==> src/hdl/fspc_params.svh <==
// constants of the flash self-programming controller: offsets, fields, codes, timing
// assumes a 100 MHz system clock and a 32-bit classic wishbone register bus
// Operation
// RULE_01 - array is rows of 32 words; erase 1, 2 or 4 rows, program one row
// RULE_02 - erase and write blocks are aligned to their own size from address zero
// RULE_03 - table writes only load holding latches; array changes only on an operation
// RULE_04 - row program works with any latch count; 32 loads fill a whole row
// RULE_05 - latches load in any order; a later write replaces earlier contents
// RULE_06 - a latch load is a short buffer write; every row needs its own cycle
// RULE_07 - program address is table page concatenated with the 16-bit effective address
// RULE_08 - low table read and write reach bits 15 to 0, word or byte
// RULE_09 - high table read and write reach bits 23 to 16, word or byte
// RULE_10 - software writes 55h then AAh to the key register before starting
// RULE_11 - processor stalls while a program or erase operation runs
// RULE_12 - start bit 15 is set only by software, cleared by hardware at the end
// RULE_13 - write enable bit 14 allows operations when 1, inhibits them when 0
// RULE_14 - sequence error bit 13 sets on a bad start; reads 0 after normal end
// RULE_15 - erase select bit 6 chooses erase variant of the operation code
// RULE_16 - erase codes 011000/011001/011010 erase 1/2/4 rows at the table pointer
// RULE_17 - erase codes for boot, all, configuration, data eeprom and general blocks
// RULE_18 - boot and whole-memory erase act only in serial programming mode
// RULE_19 - with erase clear, code 0001xx programs one row from the latches
// RULE_20 - any other operation code does nothing when started
// RULE_21 - bit 12 only for data eeprom; bits 11 to 7 read as zero
// RULE_22 - start without fresh unlock or with write enable clear sets sequence error
`ifndef FSPC_PARAMS_SVH
`define FSPC_PARAMS_SVH

// register byte offsets
`define FSPC_OFS_CTRL 8'h00
`define FSPC_OFS_KEY 8'h04
`define FSPC_OFS_PAGE 8'h08
`define FSPC_OFS_EFFECTIVE_ADDRESS 8'h0C
`define FSPC_OFS_TLOW 8'h10
`define FSPC_OFS_THIGH 8'h14

// control register fields
`define FSPC_BIT_WR 15
`define FSPC_BIT_OP_WRITE_ENABLE 14
`define FSPC_BIT_SEQUENCE_ERROR_FLAG 13
`define FSPC_BIT_PROGRAM_ONLY_ENABLE 12
`define FSPC_BIT_ERASE 6
`define FSPC_CTRL_RESET 16'h0000

// unlock keys
`define FSPC_KEY1 8'h55
`define FSPC_KEY2 8'hAA

// operation codes
`define FSPC_OP_ROW1 6'h18
`define FSPC_OP_ROW2 6'h19
`define FSPC_OP_ROW4 6'h1A
`define FSPC_OPG_BOOT 4'hA
`define FSPC_OPG_ALL 4'h9
`define FSPC_OPG_CFG 4'h5
`define FSPC_OPG_EE 4'h4
`define FSPC_OPG_GEN 4'h3
`define FSPC_OPG_PROG 4'h1

// geometry
`define FSPC_ROW_WORDS 32
`define FSPC_ERASED 24'hFFFFFF

// self-timed operation length
`define FSPC_CLK_MHZ 100
`define FSPC_OP_TIME_NS 2000
`define FSPC_OP_CYC ((`FSPC_OP_TIME_NS * `FSPC_CLK_MHZ + 999) / 1000)

`endif

==> src/hdl/fspc_pkg.sv <==
// types of the flash self-programming controller
// assumes fspc_params.svh for all numeric constants
package fspc_pkg;

  typedef enum logic [1:0] {KEY_IDLE, KEY_HALF, KEY_ARMED} fspc_key_t;

  typedef enum logic [1:0] {SQ_IDLE, SQ_WRITE, SQ_WAIT, SQ_DONE} fspc_seq_t;

  typedef struct packed {
    logic ack;
    logic [31:0] rdata;
    logic wr;
    logic op_write_enable;
    logic sequence_error_flag;
    logic program_only_enable;
    logic erase;
    logic [5:0] op;
    fspc_key_t key;
    logic [7:0] page;
    logic [15:0] effective_address;
    logic [31:0][23:0] latch;
    fspc_seq_t sq;
    logic prog;
    logic [23:0] addr;
    logic [23:0] cnt;
    logic [15:0] wait_cnt;
    logic fl_we;
    logic [23:0] fl_addr;
    logic [23:0] fl_wdata;
    logic serial_meta;
    logic serial;
  } fspc_state_t;

endpackage : fspc_pkg

==> src/hdl/fspc_ctrl.sv <==
// flash self-programming controller: table latches, unlock, self-timed sequencer
// assumes a flash array with asynchronous read and one-word synchronous write
//
// Local design decisions: the placing of the registers and the Wishbone register port.
`include "fspc_params.svh"

module fspc_ctrl import fspc_pkg::*; #(
  parameter int MEM_WORDS = 5632,
  parameter logic [23:0] CFG_BASE = 24'hF80000,
  parameter int CFG_WORDS = 8,
  parameter logic [23:0] EE_BASE = 24'h7FFE00,
  parameter int EE_WORDS = 256,
  parameter int OP_CYC = `FSPC_OP_CYC
) (
  // clock and reset
  input wire logic clk_i,
  input wire logic rst_i,
  // wishbone slave
  input wire logic wb_cyc_i,
  input wire logic wb_stb_i,
  input wire logic wb_we_i,
  input wire logic [7:0] wb_adr_i,
  input wire logic [3:0] wb_sel_i,
  input wire logic [31:0] wb_dat_i,
  output logic [31:0] wb_dat_o,
  output logic wb_ack_o,
  // processor stall
  output logic cpu_stall_o,
  // serial programming mode indication
  input wire logic serial_mode_i,
  // flash array port
  output logic fl_we_o,
  output logic [23:0] fl_addr_o,
  output logic [23:0] fl_wdata_o,
  input wire logic [23:0] fl_rdata_i
);

  fspc_state_t s_q;
  fspc_state_t s_d;
  logic take;
  logic wr_set;
  logic start_ok;
  logic [23:0] tbl_addr;
  logic [4:0] lidx;
  logic [5:0] opc;
  logic ers;
  logic [23:0] base;
  logic [23:0] words;

  assign tbl_addr = {s_q.page, s_q.effective_address}; // see RULE_07
  assign lidx = s_q.effective_address[5:1]; // see RULE_05

  always_comb begin
    s_d = s_q;
    s_d.fl_we = 1'b0;
    // serial mode comes from the programming pins: two flops before use
    s_d.serial_meta = serial_mode_i;
    s_d.serial = s_q.serial_meta;
    wr_set = 1'b0;
    start_ok = 1'b0;
    opc = 6'h00;
    ers = 1'b0;
    base = 24'h000000;
    words = 24'h000000;
    // bus is held off while an operation runs
    take = wb_cyc_i & wb_stb_i & ~s_q.ack & (s_q.sq == SQ_IDLE); // see RULE_11
    s_d.ack = take;

    if (take && !wb_we_i) begin
      s_d.rdata = 32'h00000000;
      unique case (wb_adr_i)
        `FSPC_OFS_CTRL: begin
          // bits 11 to 7 stay zero
          s_d.rdata[15:0] = {s_q.wr, s_q.op_write_enable, s_q.sequence_error_flag,
                             s_q.program_only_enable, 5'h00,
                             s_q.erase, s_q.op}; // see RULE_21
        end
        `FSPC_OFS_PAGE: s_d.rdata[7:0] = s_q.page;
        `FSPC_OFS_EFFECTIVE_ADDRESS: s_d.rdata[15:0] = s_q.effective_address;
        `FSPC_OFS_TLOW: s_d.rdata[15:0] = fl_rdata_i[15:0]; // see RULE_08
        // phantom upper byte reads zero
        `FSPC_OFS_THIGH: s_d.rdata[7:0] = fl_rdata_i[23:16]; // see RULE_09
        default: s_d.rdata = 32'h00000000;
      endcase
    end

    if (take && wb_we_i) begin
      // any write other than the next key step breaks the unlock sequence
      s_d.key = KEY_IDLE; // see RULE_10
      unique case (wb_adr_i)
        `FSPC_OFS_CTRL: begin
          if (wb_sel_i[0]) begin
            s_d.erase = wb_dat_i[`FSPC_BIT_ERASE];
            s_d.op = wb_dat_i[5:0];
          end
          if (wb_sel_i[1]) begin
            s_d.op_write_enable = wb_dat_i[`FSPC_BIT_OP_WRITE_ENABLE];
            s_d.sequence_error_flag = wb_dat_i[`FSPC_BIT_SEQUENCE_ERROR_FLAG];
            s_d.program_only_enable = wb_dat_i[`FSPC_BIT_PROGRAM_ONLY_ENABLE];
            // writing zero to the start bit has no effect
            wr_set = wb_dat_i[`FSPC_BIT_WR]; // see RULE_12
          end
        end
        `FSPC_OFS_KEY: begin
          if (wb_sel_i[0]) begin
            if (wb_dat_i[7:0] == `FSPC_KEY1) begin
              s_d.key = KEY_HALF;
            end else if (s_q.key == KEY_HALF && wb_dat_i[7:0] == `FSPC_KEY2) begin
              s_d.key = KEY_ARMED; // see RULE_10
            end
          end
        end
        `FSPC_OFS_PAGE: begin
          if (wb_sel_i[0]) begin
            s_d.page = wb_dat_i[7:0];
          end
        end
        `FSPC_OFS_EFFECTIVE_ADDRESS: begin
          if (wb_sel_i[0]) begin
            s_d.effective_address[7:0] = wb_dat_i[7:0];
          end
          if (wb_sel_i[1]) begin
            s_d.effective_address[15:8] = wb_dat_i[15:8];
          end
        end
        `FSPC_OFS_TLOW: begin
          // latches only; configuration space refuses table writes
          if (!s_q.page[7]) begin // see RULE_03
            if (wb_sel_i[0]) begin
              s_d.latch[lidx][7:0] = wb_dat_i[7:0]; // see RULE_08
            end
            if (wb_sel_i[1]) begin
              s_d.latch[lidx][15:8] = wb_dat_i[15:8]; // see RULE_05
            end
          end
        end
        `FSPC_OFS_THIGH: begin
          if (!s_q.page[7] && wb_sel_i[0]) begin
            s_d.latch[lidx][23:16] = wb_dat_i[7:0]; // see RULE_09
          end
        end
        default: s_d.key = KEY_IDLE;
      endcase

      if (wr_set) begin
        // start needs a fresh unlock and the enable as written
        start_ok = (s_q.key == KEY_ARMED) && s_d.op_write_enable; // see RULE_13
        if (!start_ok) begin
          s_d.sequence_error_flag = 1'b1; // see RULE_22
        end
      end
    end

    if (start_ok) begin
      opc = s_d.op;
      ers = s_d.erase;
      if (ers) begin // see RULE_15
        if (opc == `FSPC_OP_ROW1) begin
          base = {tbl_addr[23:6], 6'h00}; // see RULE_02
          words = 24'(`FSPC_ROW_WORDS); // see RULE_16
        end else if (opc == `FSPC_OP_ROW2) begin
          base = {tbl_addr[23:7], 7'h00};
          words = 24'(2 * `FSPC_ROW_WORDS);
        end else if (opc == `FSPC_OP_ROW4) begin
          base = {tbl_addr[23:8], 8'h00};
          words = 24'(4 * `FSPC_ROW_WORDS); // see RULE_01
        end else if (opc[5:2] == `FSPC_OPG_GEN) begin
          base = 24'h000000; // see RULE_17
          words = 24'(MEM_WORDS);
        end else if (opc[5:2] == `FSPC_OPG_CFG) begin
          base = CFG_BASE;
          words = 24'(CFG_WORDS);
        end else if (opc[5:2] == `FSPC_OPG_EE) begin
          base = EE_BASE;
          words = 24'(EE_WORDS);
        end else if (opc[5:2] == `FSPC_OPG_ALL && s_q.serial) begin
          base = 24'h000000; // see RULE_18
          words = 24'(MEM_WORDS);
        end else if (opc[5:2] == `FSPC_OPG_BOOT && s_q.serial) begin
          base = 24'h000000;
          words = 24'(`FSPC_ROW_WORDS);
        end
      end else if (opc[5:2] == `FSPC_OPG_PROG) begin
        base = {tbl_addr[23:6], 6'h00}; // see RULE_19
        words = 24'(`FSPC_ROW_WORDS); // see RULE_06
      end
      // unlisted codes leave words at zero and go straight to done, which clears the start bit and the error flag
      s_d.wr = 1'b1; // see RULE_20
      // a no-op start must not wipe the loaded latches
      s_d.prog = ~ers && (words != 24'h000000);
      s_d.addr = base;
      s_d.cnt = words;
      s_d.sq = (words != 24'h000000) ? SQ_WRITE : SQ_DONE;
    end

    unique case (s_q.sq)
      SQ_IDLE: begin
      end
      SQ_WRITE: begin
        s_d.fl_we = 1'b1;
        s_d.fl_addr = s_q.addr;
        // unloaded latches hold the erased value
        s_d.fl_wdata = s_q.prog ? s_q.latch[s_q.addr[5:1]] : `FSPC_ERASED; // see RULE_04
        s_d.addr = s_q.addr + 24'h000002;
        s_d.cnt = s_q.cnt - 24'h000001;
        if (s_q.cnt == 24'h000001) begin
          s_d.sq = SQ_WAIT;
          s_d.wait_cnt = 16'(OP_CYC - 1);
        end
      end
      SQ_WAIT: begin
        s_d.wait_cnt = s_q.wait_cnt - 16'h0001;
        if (s_q.wait_cnt == 16'h0000) begin
          s_d.sq = SQ_DONE;
        end
      end
      SQ_DONE: begin
        s_d.wr = 1'b0; // see RULE_12
        s_d.sequence_error_flag = 1'b0; // see RULE_14
        if (s_q.prog) begin
          for (int i = 0; i < `FSPC_ROW_WORDS; i++) begin
            s_d.latch[i] = `FSPC_ERASED;
          end
        end
        s_d.sq = SQ_IDLE;
      end
    endcase

    // idle, finishing edge included: table pointer addresses the array for reads
    if (s_d.sq == SQ_IDLE) begin
      s_d.fl_addr = {s_d.page, s_d.effective_address};
    end
  end

  always_ff @(posedge clk_i) begin
    if (rst_i) begin
      s_q.ack <= 1'b0;
      s_q.rdata <= 32'h00000000;
      s_q.wr <= 1'b0;
      s_q.op_write_enable <= 1'b0;
      s_q.sequence_error_flag <= 1'b0;
      s_q.program_only_enable <= 1'b0;
      s_q.erase <= 1'b0;
      s_q.op <= 6'h00;
      s_q.key <= KEY_IDLE;
      s_q.page <= 8'h00;
      s_q.effective_address <= 16'h0000;
      s_q.latch <= {`FSPC_ROW_WORDS{`FSPC_ERASED}};
      s_q.sq <= SQ_IDLE;
      s_q.prog <= 1'b0;
      s_q.addr <= 24'h000000;
      s_q.cnt <= 24'h000000;
      s_q.wait_cnt <= 16'h0000;
      s_q.fl_we <= 1'b0;
      s_q.fl_addr <= 24'h000000;
      s_q.fl_wdata <= 24'h000000;
      s_q.serial_meta <= 1'b0;
      s_q.serial <= 1'b0;
    end else begin
      s_q <= s_d;
    end
  end

  assign wb_ack_o = s_q.ack;
  assign wb_dat_o = s_q.rdata;
  assign cpu_stall_o = s_q.wr; // see RULE_11
  assign fl_we_o = s_q.fl_we;
  assign fl_addr_o = s_q.fl_addr;
  assign fl_wdata_o = s_q.fl_wdata;

endmodule : fspc_ctrl

==> config.mk <==
export PLATFORM = sky130hd
export DESIGN_NAME = fspc_ctrl
export DESIGN_NICKNAME = d
export VERILOG_FILES = /design/src/hdl/fspc_pkg.sv /design/src/hdl/fspc_ctrl.sv
export VERILOG_INCLUDE_DIRS = /design/src /design/src/hdl
export SDC_FILE = /design/constraint.sdc
export NUM_CORES = 2
export LEC_CHECK = 0
export CAP_MARGIN = 5
export CORE_ASPECT_RATIO = 0.6
export CORE_MARGIN = 1.5
export CORE_UTILIZATION = 35
export CTS_CLUSTER_DIAMETER = 60
export DETAILED_ROUTE_END_ITERATION = 7
export DONT_BUFFER_PORTS = 1
export PLACE_DENSITY = 0.46
export SETUP_SLACK_MARGIN = 0.3
export SYNTH_ARGS = -nofsm -noshare
export SYNTH_HDL_FRONTEND = slang
export SYNTH_SLANG_ARGS = --single-unit
==> constraint.sdc <==
create_clock -name clk_i -period 3.4 [get_ports clk_i]
set_input_delay 0.68 -clock clk_i [delete_from_list [all_inputs] [get_ports clk_i]]
set_output_delay 0.68 -clock clk_i [all_outputs]
set_load 0.05 [all_outputs]
==> flow_summary_export.csv <==
group,metric,value,unit
logic_synthesis,synth-seq-cells,939,
timing,tightest_slew,0.878,ns
timing,min_period,2.88,ns
timing,maxSlewViolCount,0,
floorplanning,num_rows,97,
layout,syn_to_final_growth,11.1,%
layout,drive_gt1_frac,0.141,
timing,clock.fmax,347,MHz
timing,final_hold_viol_count,0,
pwr,powerDensity,480,mW/mm2
worst_setup_path,crit_type,"flop to flop",
detailed_routing,top_layer,"met4",
floorplanning,dieArea,0.121,mm2
hold_path,hold_path.class,"input pin to flop",
clock_tree,numCtsBuffers,91,
detailed_routing,dr_total_vias,34700,
worst_setup_path,worst-path-max-fanout,32,
clock_tree,clkTransAtPathRegs,0.07,ns
floorplanning,die_h,270,um
logic_synthesis,synth_seq_area_share,0.452,
detailed_routing,dr.pass1.iters,6,
floorplanning,die-width,448,um
worst_setup_path,cp-end-kind,"flop",
detailed_routing,wl_met1,74400,um
logic_synthesis,syn_area_per_cell,8.60,um2
detailed_routing,ant_nets,0,
logic_synthesis,yosysTopAreaCell,"dfxtp_1",
placed_design,port_buffers,0,
clock_tree,htreeDepth,3,
logic_synthesis,yosysTopAreaCellShare,0.452,
timing,holdWs,0.0850,ns
floorplanning,core,0.117,mm2
clock_tree,cts_resized,0,
grt,antenna_found_initial,4,
worst_setup_path,cp-start-kind,"flop",
detailed_routing,dr_wl_met2,61300,um
timing,skew,0.0322,ns
pwr,irDropWorstVdd,337,uV
clock_tree,clock-sinks,939,
job,maxCapViolCount,0,
worst_setup_path,rr_worst_depth,9,
status,status,"completed",
detailed_routing,route.detailed.drc,0,
timing,relSlewSlack,0.414,
clock_tree,clockRootBuffer,"clkbuf_16",
logic_synthesis,ys.flop_type,"dfxtp_1",
detailed_routing,route.detailed.wl_per_inst,23.8,um
detailed_routing,met3RoutedLength,12000,um
timing,fin_crit_sh,0.848,
grt,grt_pass1_vias,32300,
timing,rsz0062_at_grt,"no",
logic_synthesis,synth_area,0.0416,mm2
placed_design,gp_congestion,0.864,
clock_tree,cts_tree,"built",
hold_path,hold_path_depth,1,
logic_synthesis,synth_cell_types,79,
logic_synthesis,yosys-top-cells-count,"nand2_1 (1494), dfxtp_1 (939), nand3_1 (702)",
logic_synthesis,synthArstFlopShare,0,
logic_synthesis,synthCells,4839,
timing,setup_viol_count_final,0,
logic_synthesis,synthTopCellsByArea,"dfxtp_1 (45%), nand2_1 (13%), mux4_2 (12%)",
grt,grt_max_degree,121,
worst_setup_path,arrival,3.52,ns
grt,overflow,0,
timing,finalSetupTns,0,ns
detailed_routing,drt-vias-per-instance,5.49,
logic_synthesis,synth_edf_count,0,
clock_tree,insertion_delay,0.72,ns
layout,fillers,11900,
grt,grt_pass1_wl,223000,um
clock_tree,clk_path_buf_depth,3,
floorplanning,top_level_ports,157,
logic_synthesis,ys.warnings.count,0,
layout,layout.nets,4741,
logic_synthesis,yosysMostFrequentCell,"nand2_1",
layout,final_core_util,0.394,
detailed_routing,first_iter_violations,3653,
detailed_routing,routed_wirelength,150000,um
grt,track_usage,0.245,
floorplanning,start_util,0.355,
pwr,p_leak,17.8,nW
placed_design,dpl.hpwl,95000,um
worst_setup_path,cp.required,4.04,ns
==> critical path: stages (launching register included) <==
cell     delay, ns
dfxtp_1       0.33
buf_4         0.20
nor2_1        0.31
buf_4         0.22
nand4_1       0.34
or3_1         0.48
buf_4         0.30
nor2_2        0.42
nand2_1       0.11
nand3_1       0.09
==> cell type report <==
type                            instances  area, um2  area share
Sequential cell                       939      18800       0.407
Tap cell                             1584       1980      0.0429
Clock buffer                          140       2760      0.0598
Antenna cell                            2       5.00    0.000108
Clock inverter                         27        345     0.00747
Timing Repair Buffer                  154       1410      0.0306
Multi-Input combinational cell       3463      20900       0.451
Inverter                               14       52.6     0.00114
==> layer usage <==
metal / vias to the layer above / global-route usage
li1: 16400 / -
met1: 17000 / 0.383
met2: 1150 / 0.337
met3: 143 / 0.0553
met4: 0 / 0.0493
met5: - / 0
==> sequential cells by signal, summed over array words and instances, names as in the netlist <==
signal	count
s_d	1
wb_ack_o	1
lidx	5
fl_addr_o	24
fl_wdata_o	24
fl_we_o	1
s_q	866
wb_dat_o	16
cpu_stall_o	1
==> metrics by stage <==
stage          worst slack, ns  instance area [um2]  power [mW]  instances
2_1_floorplan            0.768                41700        11.7       4854
3_3_place_gp             0.311                43100        11.6       6151
3_5_place_dp             0.263                43100        11.6       6151
4_1_cts                  0.533                46200        22.4       6321
5_1_grt                  0.315                46200        22.9       6323
6_report                 0.517                46200        22.2       6323
==> report_power, final <==
part           internal [mW]  total [mW]  switching, mW
combinational         0.0850       0.351          0.266
sequential              11.0        11.0         0.0305
clock                   6.14        10.8           4.65
total                   17.2        22.2           4.95
==> repair_timing <==
item / 4_1_cts / 5_1_grt
endpoints found under the hold margin: 6 / 0
endpoints found under the setup margin: 0 / 0
hold buffers: 3 / 0
buffers inserted: 0 / 0
==> placed cells by master (no fill, tap or decap), types with 36 or more instances in the layout <==
master        n
nand2_1    1494
dfxtp_1     935
nand3_1     702
mux4_2      216
nor2_1      202
o21ai_0     135
buf_4       131
clkbuf_16    93
nor3_1       84
o211ai_1     84
mux2_2       65
a21oi_1      50
nor2_2       44
mux2i_1      36
==> cell families after synthesis <==
group,count (synthesis),share of synthesized area
muxes,317,0.143
AOI/OAI and AO/OA,416,0.0662
and+or+nand+nor,2696,0.285
buffers and inverters,452,0.0490
other,1,0.0000901
xor gates and xnor gates,14,0.00295
adders and majority gates,4,0.00120
DFF,939,0.452
==> path summary, 6_finish.rpt <==
| path | start | end | slack (ns) |
|---|---|---|---|
| max | s_q[116]$_SDFF_PP0_ | s_q[500]$_SDFF_PP1_ | 0.52 |
| min | rst_i | s_q[0]$_SDFF_PP0_ | 0.08 |
| max reg2reg | s_q[116]$_SDFF_PP0_ | s_q[500]$_SDFF_PP1_ | 0.52 |
| min reg2reg | s_q[777]$_SDFF_PP1_ | s_q[777]$_SDFF_PP1_ | 0.46 |
No activity file was read; power rests on OpenSTA's default activity.
